--- src/logic/cpu_state_pkg.sv ---
// package: address map, mode codes and shared types for the core state block
package cpu_state_pkg;
  // program space
  localparam logic [11:0] RESERVED_TOP = 12'hADF;
  localparam logic [11:0] SELFTEST_ROM_LO = 12'hAE0;
  localparam logic [11:0] SELFTEST_ROM_HI = 12'hBFF;
  localparam logic [11:0] PROG_ROM_LO = 12'hC00;
  localparam logic [11:0] PROG_ROM_HI = 12'hFF7;
  localparam logic [11:0] VEC_ST_IRQ = 12'hFF8;
  localparam logic [11:0] VEC_ST_RESTART = 12'hFFA;
  localparam logic [11:0] VEC_USER_IRQ = 12'hFFC;
  localparam logic [11:0] VEC_USER_RESTART = 12'hFFE;
  // data space
  localparam logic [7:0] ADDR_PORT_A_VALUE = 8'h00;
  localparam logic [7:0] ADDR_PORT_B_VALUE = 8'h01;
  localparam logic [7:0] ADDR_PORT_C_VALUE = 8'h02;
  localparam logic [7:0] ADDR_PORT_A_DIR = 8'h04;
  localparam logic [7:0] ADDR_PORT_B_DIR = 8'h05;
  localparam logic [7:0] ADDR_PORT_C_DIR = 8'h06;
  localparam logic [7:0] ADDR_TIMER_STATE = 8'h09;
  localparam logic [7:0] DROM_LO = 8'h20;
  localparam logic [7:0] DROM_HI = 8'h5F;
  localparam logic [7:0] RAM_LO = 8'h80;
  localparam logic [7:0] ADDR_POINTER_ONE = 8'h80;
  localparam logic [7:0] ADDR_POINTER_TWO = 8'h81;
  localparam logic [7:0] RAM_HI = 8'h9F;
  localparam logic [7:0] ADDR_PRESCALE = 8'hFD;
  localparam logic [7:0] ADDR_TIMER_COUNT = 8'hFE;
  localparam logic [7:0] ADDR_ACCUMULATOR = 8'hFF;
  // fill values, reset values and sizes
  localparam logic [7:0] ALL_ONES_BYTE = 8'hFF;
  localparam logic [7:0] UNUSED_READ = 8'h00;
  localparam logic [7:0] REG_RESET = 8'h00;
  localparam logic [11:0] PC_RESET = 12'h000;
  localparam int STACK_DEPTH = 4;
  localparam int RAM_WORDS = 32;
  localparam int SYNC_STAGES = 3;
  // operating modes, one-hot
  typedef enum logic [2:0] {
    MODE_SINGLE = 3'b001,
    MODE_SELFTEST = 3'b010,
    MODE_ROMVERIFY = 3'b100
  } op_mode_e;
  // reset-exit state machine, one-hot
  typedef enum logic [2:0] {
    ST_RESET = 3'b001,
    ST_FETCH_VEC = 3'b010,
    ST_RUN = 3'b100
  } seq_state_e;
  // pc-control commands from the sequencer
  typedef enum logic [2:0] {
    PC_HOLD = 3'h0,
    PC_LOAD = 3'h1,
    PC_CALL = 3'h2,
    PC_RET = 3'h3,
    PC_IRQ = 3'h4,
    PC_RTI = 3'h5,
    PC_INC = 3'h6
  } pc_cmd_e;
  // alu result for flag updates
  typedef struct packed {
    logic arith;
    logic logical;
    logic carry_out;
    logic bit_test;
    logic bit_val;
    logic rotate;
    logic [7:0] result;
  } alu_flags_s;
  // data-space access
  typedef struct packed {
    logic rd;
    logic wr;
    logic indirect;
    logic use_two;
    logic [7:0] addr;
    logic [7:0] wdata;
  } data_req_s;
  // carry/zero pair
  typedef struct packed {
    logic c;
    logic z;
  } flag_pair_s;
endpackage

--- src/logic/cpu_state.sv ---
// core state: address decode, pc, flag banks, return stack, mode latch
`timescale 1ns/1ps
`default_nettype none
// Notes on behaviour
// RULE1 - strap high: latch decoded port A mode
// RULE2 - strap low: single-chip, lines ignored
// RULE3 - normal reset exit loads user restart
// RULE4 - 4096-byte program, 256-byte data space
// RULE5 - program space reserved, self-test, program ROM
// RULE6 - four vectors in top eight bytes
// RULE7 - ports, directions, timer control placement
// RULE8 - data 20h-5Fh is read-only ROM
// RULE9 - RAM 80h-9Fh, pointers are plain RAM
// RULE10 - prescaler, count, accumulator at top
// RULE11 - 8-bit accumulator is alu operand/destination
// RULE12 - indirect addressing uses pointer contents
// RULE13 - 12-bit pc, low byte and nibble
// RULE14 - carry follows alu carry or borrow
// RULE15 - bit test and rotate use carry
// RULE16 - zero flag tracks zero result
// RULE17 - two flag banks, switched on irq/return
// RULE18 - irq bank kept; reset clears both
// RULE19 - push shifts pc into stack top
// RULE20 - pop loads pc, levels move up
// RULE21 - four levels; overpop repeats bottom
// RULE22 - irq pin asynchronous to clock
// RULE23 - irq vector chosen by mode
// RULE24 - unused locations read fixed, ignore writes
// RULE25 - rom writes ignored
module cpu_state
  import cpu_state_pkg::*;
#(
  parameter int PW = 12,
  parameter int DW = 8
) (
  input wire logic core_clk_i,
  input wire logic sys_rst_i,
  input wire logic mode_select_pin_i,
  input wire logic port_a_line6_i,
  input wire logic port_a_line7_i,
  input wire logic irq_n_i,
  input wire logic [2:0] pc_cmd_i,
  input wire logic [PW-1:0] pc_load_i,
  input wire alu_flags_s alu_i,
  input wire data_req_s dreq_i,
  input wire logic [DW-1:0] port_in_a_i,
  input wire logic [DW-1:0] port_in_b_i,
  input wire logic [DW-1:0] port_in_c_i,
  input wire logic [DW-1:0] timer_state_i,
  input wire logic [DW-1:0] prescale_i,
  input wire logic [DW-1:0] timer_count_i,
  input wire logic [DW-1:0] drom_data_i,
  input wire logic [DW-1:0] prom_data_i,
  output logic [PW-1:0] pc_o,
  output logic [DW-1:0] pc_low_byte_o,
  output logic [3:0] pc_high_nibble_o,
  output logic [DW-1:0] prog_data_o,
  output logic [DW-1:0] data_rdata_o,
  output logic [DW-1:0] accumulator_o,
  output logic carry_o,
  output logic zero_o,
  output logic irq_mode_o,
  output logic irq_sync_o,
  output logic [2:0] op_mode_o,
  output logic running_o,
  output logic [DW-1:0] port_a_direction_o,
  output logic [DW-1:0] port_b_direction_o,
  output logic [DW-1:0] port_c_direction_o,
  output logic [DW-1:0] port_a_value_o,
  output logic [DW-1:0] port_b_value_o,
  output logic [DW-1:0] port_c_value_o,
  output logic timer_state_wr_o,
  output logic prescale_wr_o,
  output logic timer_count_wr_o
);

  // whole module state
  typedef struct packed {
    seq_state_e seq;
    op_mode_e mode;
    logic [PW-1:0] pc;
    logic [STACK_DEPTH-1:0][PW-1:0] stack;
    flag_pair_s prog_flags;
    flag_pair_s irq_flags;
    logic in_irq;
    logic [DW-1:0] acc;
    logic [RAM_WORDS-1:0][DW-1:0] ram;
    logic [DW-1:0] pa, pb, pc_port, da, db, dc;
    logic [SYNC_STAGES-1:0] irq_sync;
    logic irq_lvl;
    logic [DW-1:0] rdata;
    logic [DW-1:0] pdata;
  } state_s;

  state_s state_reg, state_next;

  // program-space decode: reserved reads all ones
  function automatic logic [DW-1:0] prog_read(input logic [PW-1:0] a,
                                              input logic [DW-1:0] rom);
    if (a <= RESERVED_TOP) begin
      prog_read = ALL_ONES_BYTE; // RULE5
    end else begin
      prog_read = rom; // RULE5 RULE6
    end
  endfunction

  // ram index from a data-space address
  function automatic logic [4:0] ram_idx(input logic [7:0] a);
    ram_idx = a[4:0];
  endfunction

  // flag update on the given pair
  function automatic flag_pair_s upd_flags(input flag_pair_s f,
                                           input alu_flags_s u);
    upd_flags = f;
    if (u.arith) begin
      upd_flags.c = u.carry_out; // RULE14
    end
    if (u.bit_test) begin
      upd_flags.c = u.bit_val; // RULE15
    end
    if (u.rotate) begin
      upd_flags.c = u.carry_out; // RULE15 bit shifted out through carry
    end
    if (u.arith || u.logical) begin
      upd_flags.z = (u.result == 8'h00); // RULE16
    end
  endfunction

  logic [7:0] eff_addr;
  logic [DW-1:0] rd_val;

  // next-state logic
  always_comb begin
    state_next = state_reg;
    eff_addr = dreq_i.addr;
    rd_val = UNUSED_READ;
    // irq pin passes three flops, change taken when stages 2 and 3 agree
    state_next.irq_sync = {state_reg.irq_sync[1:0], ~irq_n_i}; // RULE22
    if (state_reg.irq_sync[1] == state_reg.irq_sync[2]) begin
      state_next.irq_lvl = state_reg.irq_sync[2];
    end
    // indirect addressing through a pointer
    if (dreq_i.indirect) begin
      eff_addr = dreq_i.use_two ? state_reg.ram[1] : state_reg.ram[0]; // RULE12
    end
    // data-space read decode
    case (1'b1)
      eff_addr == ADDR_PORT_A_VALUE: rd_val = port_in_a_i; // RULE7
      eff_addr == ADDR_PORT_B_VALUE: rd_val = port_in_b_i;
      eff_addr == ADDR_PORT_C_VALUE: rd_val = port_in_c_i;
      eff_addr == ADDR_PORT_A_DIR: rd_val = state_reg.da;
      eff_addr == ADDR_PORT_B_DIR: rd_val = state_reg.db;
      eff_addr == ADDR_PORT_C_DIR: rd_val = state_reg.dc;
      eff_addr == ADDR_TIMER_STATE: rd_val = timer_state_i;
      (eff_addr >= DROM_LO && eff_addr <= DROM_HI): rd_val = drom_data_i; // RULE8
      (eff_addr >= RAM_LO && eff_addr <= RAM_HI):
        rd_val = state_reg.ram[ram_idx(eff_addr)]; // RULE9
      eff_addr == ADDR_PRESCALE: rd_val = prescale_i; // RULE10
      eff_addr == ADDR_TIMER_COUNT: rd_val = timer_count_i; // RULE10
      eff_addr == ADDR_ACCUMULATOR: rd_val = state_reg.acc; // RULE10
      default: rd_val = UNUSED_READ; // RULE24
    endcase
    if (dreq_i.rd) begin
      state_next.rdata = rd_val;
    end
    // data-space write decode; rom and unused are ignored
    if (dreq_i.wr && state_reg.seq == ST_RUN) begin
      case (1'b1)
        eff_addr == ADDR_PORT_A_VALUE: state_next.pa = dreq_i.wdata; // RULE7
        eff_addr == ADDR_PORT_B_VALUE: state_next.pb = dreq_i.wdata;
        eff_addr == ADDR_PORT_C_VALUE: state_next.pc_port = dreq_i.wdata;
        eff_addr == ADDR_PORT_A_DIR: state_next.da = dreq_i.wdata;
        eff_addr == ADDR_PORT_B_DIR: state_next.db = dreq_i.wdata;
        eff_addr == ADDR_PORT_C_DIR: state_next.dc = dreq_i.wdata;
        (eff_addr >= RAM_LO && eff_addr <= RAM_HI):
          state_next.ram[ram_idx(eff_addr)] = dreq_i.wdata; // RULE9
        eff_addr == ADDR_ACCUMULATOR: state_next.acc = dreq_i.wdata; // RULE10
        default: state_next.acc = state_next.acc; // RULE24 RULE25
      endcase
    end
    // alu results land in the accumulator and the active flag bank
    if (state_reg.seq == ST_RUN && (alu_i.arith || alu_i.logical ||
        alu_i.rotate)) begin
      state_next.acc = alu_i.result; // RULE11
    end
    if (state_reg.seq == ST_RUN) begin
      if (state_reg.in_irq) begin
        state_next.irq_flags = upd_flags(state_reg.irq_flags, alu_i); // RULE17
      end else begin
        state_next.prog_flags = upd_flags(state_reg.prog_flags, alu_i);
      end
    end
    // sequencer and pc
    case (state_reg.seq)
      ST_RESET: begin
        // latch mode at reset exit
        if (mode_select_pin_i) begin
          case ({port_a_line7_i, port_a_line6_i}) // RULE1
            2'b01: state_next.mode = MODE_SELFTEST;
            2'b10: state_next.mode = MODE_ROMVERIFY;
            default: state_next.mode = MODE_SINGLE;
          endcase
        end else begin
          state_next.mode = MODE_SINGLE; // RULE2
        end
        state_next.seq = ST_FETCH_VEC;
      end
      ST_FETCH_VEC: begin
        // restart vector: pc loaded directly with the vector address chosen by mode
        state_next.pc = (state_reg.mode == MODE_SELFTEST) ?
          VEC_ST_RESTART : VEC_USER_RESTART; // RULE3
        state_next.seq = ST_RUN;
      end
      ST_RUN: begin
        case (pc_cmd_e'(pc_cmd_i))
          PC_INC: state_next.pc = state_reg.pc + 12'h001; // RULE4
          PC_LOAD: state_next.pc = pc_load_i; // RULE13
          PC_CALL: begin
            state_next.stack = {state_reg.stack[STACK_DEPTH-2:0],
                                state_reg.pc}; // RULE19
            state_next.pc = pc_load_i;
          end
          PC_IRQ: begin
            state_next.stack = {state_reg.stack[STACK_DEPTH-2:0],
                                state_reg.pc}; // RULE19
            state_next.in_irq = 1'b1; // RULE17 RULE18
            state_next.pc = (state_reg.mode == MODE_SELFTEST) ?
              VEC_ST_IRQ : VEC_USER_IRQ; // RULE23
          end
          PC_RET, PC_RTI: begin
            state_next.pc = state_reg.stack[0]; // RULE20
            state_next.stack = {state_reg.stack[STACK_DEPTH-1],
                                state_reg.stack[STACK_DEPTH-1:1]}; // RULE21
            if (pc_cmd_e'(pc_cmd_i) == PC_RTI) begin
              state_next.in_irq = 1'b0; // RULE17
            end
          end
          default: state_next.pc = state_reg.pc;
        endcase
      end
      default: state_next.seq = ST_RESET;
    endcase
    state_next.pdata = prog_read(state_next.pc, prom_data_i); // RULE5
  end

  // state register, synchronous reset
  always_ff @(posedge core_clk_i) begin
    if (sys_rst_i) begin
      state_reg <= '0;
      state_reg.seq <= ST_RESET;
      state_reg.mode <= MODE_SINGLE;
      state_reg.pc <= PC_RESET;
      state_reg.prog_flags <= '0; // RULE18
      state_reg.irq_flags <= '0; // RULE18
    end else begin
      state_reg <= state_next;
    end
  end

  // outputs
  assign pc_o = state_reg.pc;
  assign pc_low_byte_o = state_reg.pc[7:0]; // RULE13
  assign pc_high_nibble_o = state_reg.pc[11:8]; // RULE13
  assign prog_data_o = state_reg.pdata;
  assign data_rdata_o = state_reg.rdata;
  assign accumulator_o = state_reg.acc;
  assign carry_o = state_reg.in_irq ? state_reg.irq_flags.c :
                   state_reg.prog_flags.c; // RULE17
  assign zero_o = state_reg.in_irq ? state_reg.irq_flags.z :
                  state_reg.prog_flags.z; // RULE17
  assign irq_mode_o = state_reg.in_irq;
  assign irq_sync_o = state_reg.irq_lvl;
  assign op_mode_o = state_reg.mode;
  assign running_o = (state_reg.seq == ST_RUN);
  assign port_a_direction_o = state_reg.da;
  assign port_b_direction_o = state_reg.db;
  assign port_c_direction_o = state_reg.dc;
  assign port_a_value_o = state_reg.pa;
  assign port_b_value_o = state_reg.pb;
  assign port_c_value_o = state_reg.pc_port;
  assign timer_state_wr_o = dreq_i.wr && running_o &&
                            eff_addr == ADDR_TIMER_STATE;
  assign prescale_wr_o = dreq_i.wr && running_o && eff_addr == ADDR_PRESCALE;
  assign timer_count_wr_o = dreq_i.wr && running_o &&
                            eff_addr == ADDR_TIMER_COUNT;

  // assertions
  push_shift_a: assert property (@(posedge core_clk_i) disable iff (sys_rst_i)
    running_o && pc_cmd_i == PC_CALL |=> state_reg.stack[0] == $past(pc_o))
    else $error("push did not store pc"); // RULE19
  pop_load_a: assert property (@(posedge core_clk_i) disable iff (sys_rst_i)
    running_o && pc_cmd_i == PC_RET |=> pc_o == $past(state_reg.stack[0]))
    else $error("pop did not load pc"); // RULE20
  bottom_keep_a: assert property (@(posedge core_clk_i) disable iff (sys_rst_i)
    running_o && pc_cmd_i == PC_RET |=>
    state_reg.stack[3] == $past(state_reg.stack[3]))
    else $error("bottom level lost"); // RULE21
  irq_vec_a: assert property (@(posedge core_clk_i) disable iff (sys_rst_i)
    running_o && pc_cmd_i == PC_IRQ |=> irq_mode_o &&
    pc_o == ((op_mode_o == MODE_SELFTEST) ? VEC_ST_IRQ : VEC_USER_IRQ))
    else $error("wrong irq vector"); // RULE23
  rti_bank_a: assert property (@(posedge core_clk_i) disable iff (sys_rst_i)
    running_o && pc_cmd_i == PC_RTI |=> !irq_mode_o)
    else $error("rti kept irq bank"); // RULE17
  reset_vec_a: assert property (@(posedge core_clk_i) disable iff (sys_rst_i)
    $rose(running_o) && op_mode_o == MODE_SINGLE |-> pc_o == VEC_USER_RESTART)
    else $error("restart vector wrong"); // RULE3
  strap_low_a: assert property (@(posedge core_clk_i) disable iff (sys_rst_i)
    !sys_rst_i && state_reg.seq == ST_RESET && !mode_select_pin_i |=>
    op_mode_o == MODE_SINGLE)
    else $error("strap low not single"); // RULE2
  strap_high_a: assert property (@(posedge core_clk_i) disable iff (sys_rst_i)
    !sys_rst_i && state_reg.seq == ST_RESET && mode_select_pin_i &&
    {port_a_line7_i, port_a_line6_i} == 2'b01 |=> op_mode_o == MODE_SELFTEST)
    else $error("strap decode wrong"); // RULE1
  reserved_ones_a: assert property (@(posedge core_clk_i)
    disable iff (sys_rst_i)
    !sys_rst_i && state_next.pc <= RESERVED_TOP |=>
    prog_data_o == ALL_ONES_BYTE)
    else $error("reserved not all ones"); // RULE5
  irq_bank_keep_a: assert property (@(posedge core_clk_i)
    disable iff (sys_rst_i)
    !irq_mode_o ##1 irq_mode_o |-> state_reg.irq_flags ==
    $past(state_reg.irq_flags))
    else $error("irq flags cleared on entry"); // RULE18
  zero_flag_a: assert property (@(posedge core_clk_i) disable iff (sys_rst_i)
    running_o && !irq_mode_o && alu_i.logical && !alu_i.arith &&
    pc_cmd_i != PC_IRQ |=> zero_o == ($past(alu_i.result) == 8'h00))
    else $error("zero flag wrong"); // RULE16
  carry_arith_a: assert property (@(posedge core_clk_i) disable iff (sys_rst_i)
    running_o && !irq_mode_o && alu_i.arith && !alu_i.bit_test &&
    !alu_i.rotate && pc_cmd_i != PC_IRQ |=> carry_o == $past(alu_i.carry_out))
    else $error("carry flag wrong"); // RULE14

  // flag, accumulator, pc and read-path checks
  bit_test_a: assert property (@(posedge core_clk_i) disable iff (sys_rst_i)
    running_o && !irq_mode_o && alu_i.bit_test && !alu_i.rotate &&
    pc_cmd_i != PC_IRQ |=> carry_o == $past(alu_i.bit_val))
    else $error("bit test carry wrong"); // RULE15
  rotate_carry_a: assert property (@(posedge core_clk_i)
    disable iff (sys_rst_i) running_o && !irq_mode_o && alu_i.rotate &&
    pc_cmd_i != PC_IRQ |=> carry_o == $past(alu_i.carry_out))
    else $error("rotate carry wrong"); // RULE15
  acc_alu_a: assert property (@(posedge core_clk_i) disable iff (sys_rst_i)
    running_o && (alu_i.arith || alu_i.logical || alu_i.rotate) |=>
    accumulator_o == $past(alu_i.result))
    else $error("alu result not in accumulator"); // RULE11
  flags_reset_a: assert property (@(posedge core_clk_i)
    $fell(sys_rst_i) |-> !carry_o && !zero_o)
    else $error("flags not cleared by reset"); // RULE18
  acc_read_a: assert property (@(posedge core_clk_i) disable iff (sys_rst_i)
    dreq_i.rd && !dreq_i.indirect && dreq_i.addr == ADDR_ACCUMULATOR |=>
    data_rdata_o == $past(accumulator_o))
    else $error("accumulator read wrong"); // RULE10
  unused_read_a: assert property (@(posedge core_clk_i)
    disable iff (sys_rst_i) dreq_i.rd && !dreq_i.indirect &&
    dreq_i.addr == 8'h03 |=> data_rdata_o == UNUSED_READ)
    else $error("unused location read wrong"); // RULE24
  pc_inc_a: assert property (@(posedge core_clk_i) disable iff (sys_rst_i)
    running_o && pc_cmd_i == PC_INC |=>
    pc_o == $past(pc_o) + 12'h001)
    else $error("pc increment wrong"); // RULE4

  call_cov: cover property (@(posedge core_clk_i) running_o &&
    pc_cmd_i == PC_CALL);
  irq_cov: cover property (@(posedge core_clk_i) running_o &&
    pc_cmd_i == PC_IRQ);
  overpop_cov: cover property (@(posedge core_clk_i) running_o &&
    pc_cmd_i == PC_RET ##1 pc_cmd_i == PC_RET ##1 pc_cmd_i == PC_RET
    ##1 pc_cmd_i == PC_RET ##1 pc_cmd_i == PC_RET);
  selftest_cov: cover property (@(posedge core_clk_i)
    op_mode_o == MODE_SELFTEST);
  rti_cov: cover property (@(posedge core_clk_i) running_o &&
    pc_cmd_i == PC_RTI);

endmodule
`default_nettype wire

--- config.mk ---
export PLATFORM = sky130hd
export DESIGN_NAME = cpu_state
export DESIGN_NICKNAME = d
export VERILOG_FILES = /design/src/logic/cpu_state_pkg.sv /design/src/logic/cpu_state.sv
export SDC_FILE = /design/constraint.sdc
export NUM_CORES = 1
export LEC_CHECK = 0
export ABC_AREA = 1
export BUFFER_PORTS_ARGS = -buffer_cell sky130_fd_sc_hd__buf_2
export CAP_MARGIN = 40
export CORE_AREA = 2 2 261 263
export CTS_CLUSTER_DIAMETER = 60
export DETAILED_ROUTE_END_ITERATION = 8
export DIE_AREA = 0 0 263 265
export GPL_TIMING_DRIVEN = 0
export PLACE_DENSITY = 0.53
export SYNTH_ARGS = -nofsm -noshare
export SYNTH_HDL_FRONTEND = slang
export SYNTH_SLANG_ARGS = --single-unit
--- constraint.sdc ---
create_clock -name core_clk_i -period 2.8 [get_ports core_clk_i]
set_input_delay 0.14 -clock core_clk_i [delete_from_list [all_inputs] [get_ports core_clk_i]]
set_output_delay 0.14 -clock core_clk_i [all_outputs]
set_load 0.01 [all_outputs]
==> run summary <==
Hold Crit Start -> pc_load_i[10]
Clock slew at the register clock pins of the worst setup and hold paths -> 0.06 ns
Fraction of layout cells with a size suffix above 1 -> 17.0%
Worst Reg-to-Reg Cells -> 19
Peak supply drop -> 0.431 mV
Initial DRC Count -> 2144
Placed insts -> 4084
Post-layout instance area -> 24800 um^2
Biggest area consumer among synthesized cells -> dfxtp_1
Hold Path End -> pc_o[10]
Met1 GRT Util -> 34.6%
Syn Inst Count -> 2986
Met2 usage -> 37.6%
Core ar. -> 66800 um^2
Crit path required time -> 2.66 ns
Synth top area cells -> dfxtp_1 40%, nand2_1 14%, o21ai_0 10%, a21oi_1 9.5%, inv_1 6.4%
Starting density of the core -> 29.9%
GPL Wtd Cong -> 0.978
Post-place instance area -> 22200 um^2
Buffers on Ports -> 223
R2r endpoint -> data_rdata_o[6]
Post-route minimum period -> 2.75 ns
Outcome -> completed
Syn_area_per_cell -> 6.68 um^2
Vias/cell -> 5.03
Total track usage -> 24.6%
Kind of critical path -> reg2out
Worst Max-Slew Pin Slew -> 0.969 ns
Synthesized cell area -> 20000 um^2
Hold WC Path Type -> in2reg
Area Growth Syn to Fin -> 24.4%
Ant diodes -> 0
Critical path capture point type -> primary output
Die ar. -> 69700 um^2
CTS Root Cell -> clkbuf_16
Grt peak-use layer -> met2
Startpoint Class -> flop
Power density cells -> 558 nW/um^2
First-pass GRT wire length -> 129000 um
First-pass DRT Iterations -> 8
Detailed placer's ending HPWL -> 64900 um
Pwr Total -> 13.8 mW
NumNets Final -> 3452
Die W -> 263 um
I/O pin count -> 226
Final setup fails -> 0
Final hold violations -> 0
Syn Nets -> 3108
Critical-path maximum fanout -> 8
WL final -> 89000 um
Placement Rows -> 95
Die Y -> 265 um
Fmax -> 0.363 GHz
CTS HTree Levels -> 2
Routed len/inst -> 21.0 um
Hold path depth -> 5
Synth unique cells -> 45
Leak pwr -> 10.3 nW
Yosys warns -> 0
TritonCTS clock tree -> done
Largest net degree at the start of global routing -> 13
Seq/Total Area, Yosys -> 40.4%
Slew HR -> 35.4%
Flop2flop setup slack -> 0.07 ns
Fillers -> 7397
Worst-case clock buffer depth -> 3
Total CTS buffers -> 48
Max Cap Violations -> 0
Final setup margin -> 0.0463 ns
Placement Setup Slack -> -0.423 ns
Initial antenna violation count -> 4
Worst Path Arrival -> 2.61 ns
Antenna Nets Post-Route -> 0
Final Non-Filler Cells -> 4241
Slew Limit Fails -> 0
Register bit count reported by yosys -> 403
Worst-skew pair later-pin latency -> 0.60 ns
Vias -> 21335
Grt ovf -> 0
Vias in the first global route -> 19652
Crit share post-route -> 98.3%
# DRC -> 0
Hold_ws -> 0.0350 ns
Top cell type's share of synthesized area -> 40.4%
Clock skew -> 0.0310 ns
Met3 Use GR -> 3.88%
Clock sink count -> 403
[cell usage after synthesis, drive strengths merged]
cell     count
o22ai        1
o21ai      413
nand4       13
buf        157
dfxtp      403
o211ai       9
a221o        1
a311oi       2
nand2      744
mux2i        1
a31oi       48
nand3      142
o311ai       1
a211oi      11
or2          6
a41oi        1
inv        349
nor3        15
a221oi       1
a2111oi      1
a22oi        2
nand3b       2
nor2       136
clkbuf     125
nor4         6
a21oi      382
clkinv      10
o31ai        1
ha           3
[critical path, cell delays in order, from the launching register on]
cell and delay [ns]:
dfxtp_2 0.36, inv_1 0.07, nand2_1 0.10, nand3_4 0.20
nand2_8 0.19, nand2_2 0.26, inv_1 0.22, nand3_1 0.17
nor2_1 0.25, buf_2 0.18
[worst max-delay path by stage]
stage / slack (ns) / depth (start not counted) / to
floorplan: 0.67 / 14 / prog_data_o[0]
global placement: -0.39 / 18 / data_rdata_o[5]
detailed placement: -0.42 / 22 / data_rdata_o[5]
CTS: -0.20 / 12 / flop
global route: -0.03 / 14 / prog_data_o[2]
finish: 0.05 / 9 / timer_state_wr_o
[power breakdown]
group / internal [mW] / switching [mW] / total, mW
clock: 3.70 / 2.67 / 6.37
combinational: 0.502 / 1.10 / 1.60
sequential: 5.80 / 0.0879 / 5.89
total: 10.0 / 3.85 / 13.8
[logic make-up (layout without fill, tap and decap cells)]
| family | after synthesis | count (layout) | synth area share, % |
|---|---|---|---|
| compound gates | 874 | 874 | 22.7 |
| fa+ha+maj | 3 | 3 | 0.188 |
| buf+inv | 641 | 1023 | 14.3 |
| mux | 1 | 1 | 0.0502 |
| flops | 403 | 403 | 40.4 |
| simple gates | 1064 | 1064 | 22.3 |
[per-stage QoR]
stage | TNS (ns) | util (%)
after floorplan | 0 | -
after global placement | -25.49 | 33.2
after detailed placement | -27.79 | 33.2
after CTS | -2.83 | 36.5
after global routing | -0.111 | 37.2
final | 0 | 37.2
[layer usage]
| metal | share of wire [%] | routed length [um] |
|---|---|---|
| met5 | 0.045 | 40 |
| met4 | 4.1 | 3650 |
| met3 | 8.2 | 7330 |
| met2 | 43 | 38400 |
| met1 | 44 | 39500 |
[cells in the final DEF (no fill, tap or decap), types with 111 or more instances in the layout]
cell	count
nand2_1	733
dfxtp_1	399
o21ai_0	398
a21oi_1	376
inv_1	333
buf_2	243
nand3_1	134
buf_4	130
clkbuf_1	126
nor2_1	111
[area by class of cell]
type | count | area [um^2] | area share (%)
plain buffers | 282 | 1660 | 6.70
clock buffers | 71 | 1410 | 5.68
well taps | 873 | 1090 | 4.40
clock inverters | 17 | 179 | 0.721
multi-input cells | 1942 | 9210 | 37.1
inverters | 359 | 1350 | 5.45
repair buffers | 294 | 1840 | 7.42
flip-flops and latches | 403 | 8070 | 32.5
[timing repair]
action | CTS | global route
buffers inserted | 3 | 17
cloned | 0 | 0
pin swaps | 0 | 9
hold buffers | 49 | 0
gates resized for setup | 30 | 121
endpoints found under the hold margin | 35 | 0
setup endpoints to repair | 165 | 210
Power figures use the tool's default switching activity.
